--- config.mk ---
export PLATFORM = sky130hd
export DESIGN_NAME = cpu_bus_dram_address_mux
export DESIGN_NICKNAME = d
export VERILOG_FILES = /design/src/bus_dram_pkg.sv /design/src/cycle_decoder.sv /design/src/addr_decoder.sv /design/src/cpu_bus_dram_address_mux.sv
export SDC_FILE = /design/constraint.sdc
export NUM_CORES = 1
export LEC_CHECK = 0
export BUFFER_PORTS_ARGS = -buffer_cell sky130_fd_sc_hd__buf_2
export CAP_MARGIN = 20
export CELL_PAD_IN_SITES_DETAIL_PLACEMENT = 1
export CELL_PAD_IN_SITES_GLOBAL_PLACEMENT = 1
export CORE_UTILIZATION = 29
export DETAILED_ROUTE_END_ITERATION = 16
export GPL_ROUTABILITY_DRIVEN = 1
export GPL_TIMING_DRIVEN = 0
export PLACE_DENSITY = 0.88
export SYNTH_ARGS = -nofsm -noshare
export SYNTH_HDL_FRONTEND = slang
export SYNTH_SLANG_ARGS = --single-unit
--- constraint.sdc ---
create_clock -name core_clk_in -period 2.5 [get_ports core_clk_in]
set_clock_uncertainty 0.15 [all_clocks]
set_input_delay 0.25 -clock core_clk_in [delete_from_list [all_inputs] [get_ports core_clk_in]]
set_output_delay 0.25 -clock core_clk_in [all_outputs]
set_load 0.05 [all_outputs]
--- src/bus_dram_pkg.sv ---
package bus_dram_pkg;
  localparam int ADDR_W = 16;
  localparam int DATA_W = 8;
  localparam int MUX_W = 7;
  localparam int COL_W = 9;
  localparam int BANKS = 4;
  localparam int ROM_SEL_LSB = 13;
  localparam int ROM_SEL_W = 3;
  localparam int ROM_ADDR_W = 13;
  localparam int REG_SEL_W = 7;
  localparam int REG_COUNT = 128;
  localparam logic [7:0] LOW_ADDR_RST = 8'h00;
  localparam logic [7:0] IO_SPACE_TOP = 8'hFF;
  // cycle codes as {memory-or-io, status_bit_hi, status_bit_lo}
  localparam logic [2:0] CODE_FETCH = 3'h3;
  localparam logic [2:0] CODE_MEM_RD = 3'h2;
  localparam logic [2:0] CODE_MEM_WR = 3'h1;
  localparam logic [2:0] CODE_IO_RD = 3'h6;
  localparam logic [2:0] CODE_IO_WR = 3'h5;
  localparam logic [2:0] CODE_INTR_ACK_STROBE_N = 3'h7;
  // dram sequencer timing in ns, rounded up to whole clocks
  localparam int ROW_HOLD_NS = 8;
  localparam int CLK_PERIOD_NS = 4;
  localparam int ROW_HOLD_CYC = (ROW_HOLD_NS + CLK_PERIOD_NS - 1) / CLK_PERIOD_NS;
  localparam int COL_HOLD_NS = 12;
  localparam int COL_HOLD_CYC = (COL_HOLD_NS + CLK_PERIOD_NS - 1) / CLK_PERIOD_NS;

  typedef enum logic [2:0] {
    CYC_NONE  = 3'b000,
    CYC_FETCH = 3'b001,
    CYC_MRD   = 3'b011,
    CYC_MWR   = 3'b010,
    CYC_IORD  = 3'b110,
    CYC_IOWR  = 3'b111,
    CYC_INTR_ACK_STROBE_N  = 3'b101,
    CYC_HALT  = 3'b100
  } cycle_e;

  typedef enum logic [1:0] {
    DR_IDLE = 2'b00,
    DR_ROW  = 2'b01,
    DR_COL  = 2'b11,
    DR_DONE = 2'b10
  } dram_state_e;
endpackage : bus_dram_pkg

--- src/cycle_decoder.sv ---
`timescale 1ns/1ps
module cycle_decoder
  import bus_dram_pkg::*;
(
  // status
  input  wire logic                 io_mem_in,
  input  wire logic                 status_bit_hi_in,
  input  wire logic                 status_bit_lo_in,
  input  wire logic                 read_strobe_n_in,
  input  wire logic                 write_strobe_n_in,
  input  wire logic                 intr_ack_strobe_n_in,
  // result
  output bus_dram_pkg::cycle_e      cycle_out,
  output logic                      idle_out
);
  import bus_dram_pkg::*;
  logic [2:0] code;

  always_comb begin
    code     = {io_mem_in, status_bit_hi_in, status_bit_lo_in};
    idle_out = read_strobe_n_in & write_strobe_n_in & intr_ack_strobe_n_in;  // RL6
    cycle_out = CYC_NONE;
    if ({status_bit_hi_in, status_bit_lo_in} == 2'b00) begin
      cycle_out = CYC_HALT;  // RL7
    end else if (!idle_out) begin
      unique case (code)  // RL4 RL5
        CODE_FETCH:  cycle_out = read_strobe_n_in ? CYC_NONE : CYC_FETCH;
        CODE_MEM_RD: cycle_out = read_strobe_n_in ? CYC_NONE : CYC_MRD;
        CODE_MEM_WR: cycle_out = write_strobe_n_in ? CYC_NONE : CYC_MWR;
        CODE_IO_RD:  cycle_out = read_strobe_n_in ? CYC_NONE : CYC_IORD;
        CODE_IO_WR:  cycle_out = write_strobe_n_in ? CYC_NONE : CYC_IOWR;
        CODE_INTR_ACK_STROBE_N:   cycle_out = intr_ack_strobe_n_in ? CYC_NONE : CYC_INTR_ACK_STROBE_N;
        default:     cycle_out = CYC_NONE;
      endcase
    end
  end
endmodule : cycle_decoder

--- src/addr_decoder.sv ---
`timescale 1ns/1ps
module addr_decoder
  import bus_dram_pkg::*;
(
  // address and qualifiers
  input  wire logic [15:0]          addr_in,
  input  wire logic                 mem_rd_in,
  input  wire logic                 io_wr_in,
  // selects
  output logic [7:0]                rom_select_enable_out,
  output logic [12:0]               rom_addr_out,
  output logic [127:0]              reg_load_out
);
  import bus_dram_pkg::*;

  function automatic logic [127:0] one_hot7(input logic [6:0] idx);
    one_hot7 = 128'(1) << idx;
  endfunction : one_hot7

  always_comb begin
    rom_select_enable_out = '0;
    if (mem_rd_in) begin
      rom_select_enable_out = 8'(8'h01 << addr_in[15:13]);  // RL9
    end
    rom_addr_out = addr_in[12:0];  // RL9
    reg_load_out = io_wr_in ? one_hot7(addr_in[6:0]) : '0;  // RL10
  end
endmodule : addr_decoder

--- src/cpu_bus_dram_address_mux.sv ---
`timescale 1ns/1ps
// Function
// [RL1] cpu muxes low address onto data lines
// [RL2] latch low address byte from bus
// [RL3] bus cycles last three to six states
// [RL4] classify cycle from three status lines
// [RL5] decode fetch, read, write, io, ack codes
// [RL6] idle cycles transfer nothing
// [RL7] halt starts no access
// [RL8] io space 256 locations by io line
// [RL9] top three bits select rom, rest address
// [RL10] low seven bits pick register load
// [RL11] row address from seven low inputs
// [RL12] strap selects 4k or 16k mode
// [RL13] high inputs form column, top chip select
// [RL14] seven outputs drive dram address
// [RL15] write enable during write accesses
// [RL16] column strobe latches column address
// [RL17] one row strobe per selected bank
// [RL18] requester drives read/write requests low
// [RL19] system ack at start, delayed by refresh
// [RL20] transfer ack marks valid data
// [RL21] row strobe before column strobe
// [RL22] reset clears strobes and latched byte
module cpu_bus_dram_address_mux
  import bus_dram_pkg::*;
(
  // clock and reset
  input  wire logic                 core_clk_in,
  input  wire logic                 rst_n_in,
  // processor bus
  input  wire logic [7:0]           addr_data_in,
  input  wire logic [7:0]           addr_hi_in,
  input  wire logic                 addr_latch_en_in,
  input  wire logic                 io_mem_in,
  input  wire logic                 status_bit_hi_in,
  input  wire logic                 status_bit_lo_in,
  input  wire logic                 read_strobe_n_in,
  input  wire logic                 write_strobe_n_in,
  input  wire logic                 intr_ack_strobe_n_in,
  // decoded cycle
  output bus_dram_pkg::cycle_e      cycle_out,
  output logic                      idle_out,
  output logic [7:0]                low_addr_out,
  output logic                      io_space_out,
  // rom and register selects
  output logic [7:0]                rom_select_enable_out,
  output logic [12:0]               rom_addr_out,
  output logic [127:0]              reg_load_out,
  // dram requester side
  input  wire logic                 read_req_n_in,
  input  wire logic                 write_req_n_in,
  input  wire logic                 guarded_chip_select_n_in,
  input  wire logic                 refresh_busy_in,
  input  wire logic                 size_strap_4k_in,
  input  wire logic [6:0]           row_addr_in,
  input  wire logic [8:0]           col_addr_in,
  input  wire logic [1:0]           bank_sel_in,
  // dram array
  output logic [6:0]                dram_addr_out,
  output logic [3:0]                row_strobe_n_out,
  output logic                      col_strobe_n_out,
  output logic                      write_enable_n_out,
  output logic                      system_ack_out,
  output logic                      transfer_ack_out
);
  import bus_dram_pkg::*;

  cycle_e      cyc;
  logic        idle;
  logic [7:0]  low_addr;
  logic        access_ok;
  dram_state_e state;
  logic [1:0]  cnt;
  logic        is_write;
  logic [1:0]  bank;
  logic [6:0]  row_q;
  logic [8:0]  col_q;
  logic        system_ack_owed;
  logic        chip_sel_4k;
  logic        req;

  cycle_decoder u_cyc (
    .io_mem_in            (io_mem_in),
    .status_bit_hi_in     (status_bit_hi_in),
    .status_bit_lo_in     (status_bit_lo_in),
    .read_strobe_n_in     (read_strobe_n_in),
    .write_strobe_n_in    (write_strobe_n_in),
    .intr_ack_strobe_n_in (intr_ack_strobe_n_in),
    .cycle_out            (cyc),
    .idle_out             (idle)
  );

  // halt and idle leave access_ok low so no access starts
  assign access_ok = (cyc != CYC_NONE) && (cyc != CYC_HALT) && !idle;  // RL6 RL7

  addr_decoder u_addr (
    .addr_in               ({addr_hi_in, low_addr}),
    .mem_rd_in             (access_ok && (cyc == CYC_MRD || cyc == CYC_FETCH)),
    .io_wr_in              (access_ok && cyc == CYC_IOWR),
    .rom_select_enable_out (rom_select_enable_out),
    .rom_addr_out          (rom_addr_out),
    .reg_load_out          (reg_load_out)
  );

  // the bus turns to data after the latch strobe, so hold the byte here
  always_ff @(posedge core_clk_in) begin
    if (!rst_n_in) begin
      low_addr <= LOW_ADDR_RST;  // RL22
    end else if (addr_latch_en_in) begin
      low_addr <= addr_data_in;  // RL2 RL1
    end
  end

  always_ff @(posedge core_clk_in) begin
    if (!rst_n_in) begin
      cycle_out    <= CYC_NONE;
      idle_out     <= 1'b0;
      io_space_out <= 1'b0;
    end else begin
      cycle_out    <= cyc;
      idle_out     <= idle;
      io_space_out <= access_ok && io_mem_in;  // RL8
    end
  end

  assign low_addr_out = low_addr;
  assign req = !guarded_chip_select_n_in && (!read_req_n_in || !write_req_n_in);  // RL18

  // sequencer: row strobe, then column, then done
  always_ff @(posedge core_clk_in) begin
    if (!rst_n_in) begin
      state <= DR_IDLE;
      cnt   <= '0;
    end else begin
      unique case (state)
        DR_IDLE: begin
          if (req && !refresh_busy_in) begin
            state <= DR_ROW;
            cnt   <= 2'(ROW_HOLD_CYC - 1);
          end
        end
        DR_ROW: begin
          if (cnt == '0) begin
            state <= DR_COL;  // RL21
            cnt   <= 2'(COL_HOLD_CYC - 1);
          end else begin
            cnt <= cnt - 2'd1;
          end
        end
        DR_COL: begin
          if (cnt == '0) begin
            state <= DR_DONE;
          end else begin
            cnt <= cnt - 2'd1;
          end
        end
        DR_DONE: state <= DR_IDLE;
      endcase
    end
  end

  always_ff @(posedge core_clk_in) begin
    if (!rst_n_in) begin
      is_write <= 1'b0;
      bank     <= '0;
      row_q    <= '0;
      col_q    <= '0;
    end else if (state == DR_IDLE && req && !refresh_busy_in) begin
      is_write <= !write_req_n_in;
      bank     <= bank_sel_in;
      row_q    <= row_addr_in;  // RL11
      col_q    <= col_addr_in;
    end
  end

  // in 4k mode the top column bit is a chip select, not an address
  assign chip_sel_4k = col_q[COL_W-1];  // RL12 RL13

  always_ff @(posedge core_clk_in) begin
    if (!rst_n_in) begin
      dram_addr_out <= '0;
    end else if (state == DR_IDLE) begin
      // show the incoming row a cycle early so it is settled before the row strobe falls
      dram_addr_out <= size_strap_4k_in ? {col_addr_in[COL_W-1], row_addr_in[5:0]} : row_addr_in;  // RL21 RL11
    end else if (state == DR_COL || (state == DR_ROW && cnt == '0)) begin
      dram_addr_out <= size_strap_4k_in ? {chip_sel_4k, col_q[5:0]} : col_q[6:0];  // RL13 RL14
    end else begin
      dram_addr_out <= size_strap_4k_in ? {chip_sel_4k, row_q[5:0]} : row_q;  // RL14
    end
  end

  always_ff @(posedge core_clk_in) begin
    if (!rst_n_in) begin
      row_strobe_n_out   <= '1;  // RL22
      col_strobe_n_out   <= 1'b1;
      write_enable_n_out <= 1'b1;
    end else begin
      for (int b = 0; b < BANKS; b++) begin
        row_strobe_n_out[b] <= !((state == DR_ROW || state == DR_COL) && bank == 2'(b));  // RL17
      end
      col_strobe_n_out   <= !(state == DR_COL);  // RL16 RL21
      write_enable_n_out <= !(is_write && (state == DR_ROW || state == DR_COL));  // RL15
    end
  end

  // ack is owed if a request waited on refresh; then it comes with transfer ack
  always_ff @(posedge core_clk_in) begin
    if (!rst_n_in) begin
      system_ack_owed        <= 1'b0;
      system_ack_out   <= 1'b0;
      transfer_ack_out <= 1'b0;
    end else begin
      if (state == DR_IDLE && req && refresh_busy_in) begin
        system_ack_owed <= 1'b1;
      end else if (state == DR_DONE) begin
        system_ack_owed <= 1'b0;
      end
      system_ack_out   <= (state == DR_IDLE && req && !refresh_busy_in && !system_ack_owed)
                          || (state == DR_COL && cnt == '0 && system_ack_owed);  // RL19
      transfer_ack_out <= (state == DR_COL && cnt == '0);  // RL20
    end
  end
endmodule : cpu_bus_dram_address_mux

==> flow_summary.ini <==
[logic_synthesis]
synth_nets = 486
synth_common_cells = nor2_1, nand2_1, dfxtp_1
synth_area_leaders = dfxtp_1, nor2_1, mux2i_1, nand2_1, buf_4
avgSynthCellArea_um2 = 7.14
synth_edf_count = 0
yosys.area.top_type = dfxtp_1
yosysMostFrequentCell = nor2_1
netlist.area_leader.share = 0.328
postSynthCellCount = 436
ys_types = 46
synth_flop_cell = dfxtp_1
synth-seq-cells = 51
synthArstFlopShare = 0
yosysWarnings = 0
synth_area_mm2 = 0.00311
yosysSeqAreaShare = 0.328

[cts]
cts_tree = yes
clock-sinks = 51
clk_pin_slew_worst_paths_ps = 110
cts_inserted_buffers = 5
clockRootBuffer = clkbuf_8
post_cts_resized = 0
cts_hold_buf = 0
htree_levels = 2
cts_max_path_buffers = 2
post_cts_buffers = 0
clkLatencyLatePin_ps = 300

[floorplan]
die-area_mm2 = 0.0111
rows = 37
pin_count = 225
die_h_um = 106
core-area_mm2 = 0.0104
start_util = 0.300
chipWidth_um = 106

[sta]
grt_setup_unrepaired = false
fmax_ghz = 0.425
maxSlewViolCount = 0
holdWs_ps = 23.2
hold_viol_final = 0
period_needed_ps = 2350
setup-tns-final_ps = 0
tightest_slew_ps = 726
timing.final.crit_share = 0.940
setup_viol = 0
maxSlewHeadroom = 0.513

[hold_path]
worstHoldPathCells = 3
hold_class = in2reg
min_to = col_q[0]$_SDFFE_PN0P_
hp-start = col_addr_in[0]

[critical_path]
worst-r2r-setup-slack_ps = 350
required_ps = 2100
crit_path_end_kind = output pin
crit_chain = nor2b_2, nand3_1, buf_2, nor2_1, buf_2
crit_family = simple AND/OR/NAND/NOR gates
r2r_end = dram_addr_out[3]$_SDFF_PN0_
startpoint_type = flip-flop
critical_path_buf_inv_count = 2
crit_top_cell = buf_2
rr_startpoint = cnt[0]$_SDFFE_PN0P_
cpPeakStageDelay_ps = 460
cp_slowest_cell = dfxtp_1
crit_fanout = 10
critPathArrivalTime_ps = 1950
worstRegToRegCells = 7
criticalPathCategory = reg2out

[power]
total_power_mw = 1.88
vdd_ir_drop_max_mv = 0.311
p_leak_nw = 2.27
power_density_mw_per_mm2 = 421

[routing]
vias = 3820
drtAntennaViolNets = 0
drt_first_pass_iters = 5
drtIter0Drc = 216
routed_wl_um = 12500
drc = 0
via_per_inst = 4.80
avgRoutedWirePerCell_um = 15.7

[place]
gp_congestion = 0.925
dp_hpwl_um = 10200
placedInstanceArea_mm2 = 0.00436
port_buffers = 216

[cells_and_area]
fillCellCount = 1416
area_growth_pct = 43.7
nets = 709
drive_gt1_frac = 0.409
final_cell_area_mm2 = 0.00447
diodes = 0

[global_routing]
grt_usage = 0.219
first_global_vias = 3795
antenna_found_initial = 0
overflow = 0
grt_max_degree = 18
grt_pass1_wl_um = 19700

[status]
status = finished clean

[flow_run]
cap_violations = 0
## flip-flops by register name, indices dropped and copies added, names as in the netlist
signal	count
is_write	1
idle_out	1
col_strobe_n_out	1
row_q	7
state	2
write_enable_n_out	1
col_q	8
cnt	2
cycle_out	3
dram_addr_out	7
low_addr_out	8
io_space_out	1
transfer_ack_out	1
row_strobe_n_out	4
system_ack_owed	1
bank	2
system_ack_out	1
## area by class of cell
cell class,instances,area (um^2),share of cell area
plain buffers,38,240,0.0537
clock buffers,5,68.8,0.0154
clock inverters,3,22.5,0.00504
inverters,10,37.5,0.00840
multi-input cells,337,1830,0.409
flip-flops and latches,51,1020,0.228
well taps,136,170,0.0381
repair buffers,216,1080,0.242
## through the flow
| step | worst slack, ps | cells | util |
|---|---|---|---|
| 6_report | 149 | 796 | 0.431 |
| 5_1_grt | 9.64 | 796 | 0.431 |
| 4_1_cts | 6.51 | 796 | 0.430 |
| 3_5_place_dp | 353 | 788 | 0.421 |
| 3_3_place_gp | 436 | 788 | 0.421 |
| 2_1_floorplan | 56.2 | 436 | - |
## worst reg2reg max path: stages (launching register included)
cell and delay, ps:
dfxtp_1 370, inv_1 80, ha_1 190, buf_2 160
o21ai_1 580, and2_1 230, buf_2 180, a21oi_1 100
## layout by cell type (no fill, tap or decap), types with 2 or more instances in the layout
cell type	count
buf_4	13
inv_6	2
nand4_1	6
nand3b_2	3
o21ai_0	2
nand2b_1	5
ha_1	2
mux2i_1	27
and2_1	2
nor2_1	157
o41ai_1	2
clkbuf_8	5
nand2_1	56
nand3_4	3
nor3b_1	4
nor2b_1	7
or3_1	2
a21oi_1	8
nand3_1	12
clkbuf_1	7
inv_1	9
nand3b_1	4
nor3_1	2
nor2b_2	3
o221ai_1	6
buf_2	230
dfxtp_1	51
buf_8	2
a211oi_1	3
a31oi_1	2
## cell families (layout without fill, tap and decap cells)
| group | Yosys count | count (layout) | share of synthesized area |
|---|---|---|---|
| simple gates | 276 | 276 | 0.415 |
| flops | 51 | 51 | 0.328 |
| buf+inv | 48 | 272 | 0.0889 |
| compound gates | 32 | 32 | 0.0728 |
| mux | 27 | 27 | 0.0869 |
| fa+ha+maj | 2 | 2 | 0.00804 |
## per-layer routing
metal,global-route usage,wire (um),vias up
met3,0.0334,632,10
met2,0.450,6910,135
met1,0.232,4820,1817
met5,0,0,-
li1,-,-,1858
met4,0.0367,96,0
## worst max-delay path by stage
stage                                 startpoint           endpoint  slack (ps)  cells after the start
global placement    low_addr_out[1]$_SDFFE_PN0P_  reg_load_out[126]         440                      5
CTS                 low_addr_out[1]$_SDFFE_PN0P_   reg_load_out[86]           7                      5
finish              low_addr_out[1]$_SDFFE_PN0P_   reg_load_out[86]         150                      5
global route        low_addr_out[0]$_SDFFE_PN0P_  reg_load_out[107]          10                      5
floorplan           low_addr_out[1]$_SDFFE_PN0P_  reg_load_out[102]          60                      4
detailed placement  low_addr_out[1]$_SDFFE_PN0P_   reg_load_out[86]         350                      5
## where the power goes
group / switching, mW / total, mW / leakage, nW / internal (mW)
registers: 0.0314 / 0.888 / 0.418 / 0.857
logic: 0.346 / 0.494 / 1.80 / 0.148
clock network: 0.296 / 0.499 / 0.0489 / 0.203
(Power assumes the default switching activity.)
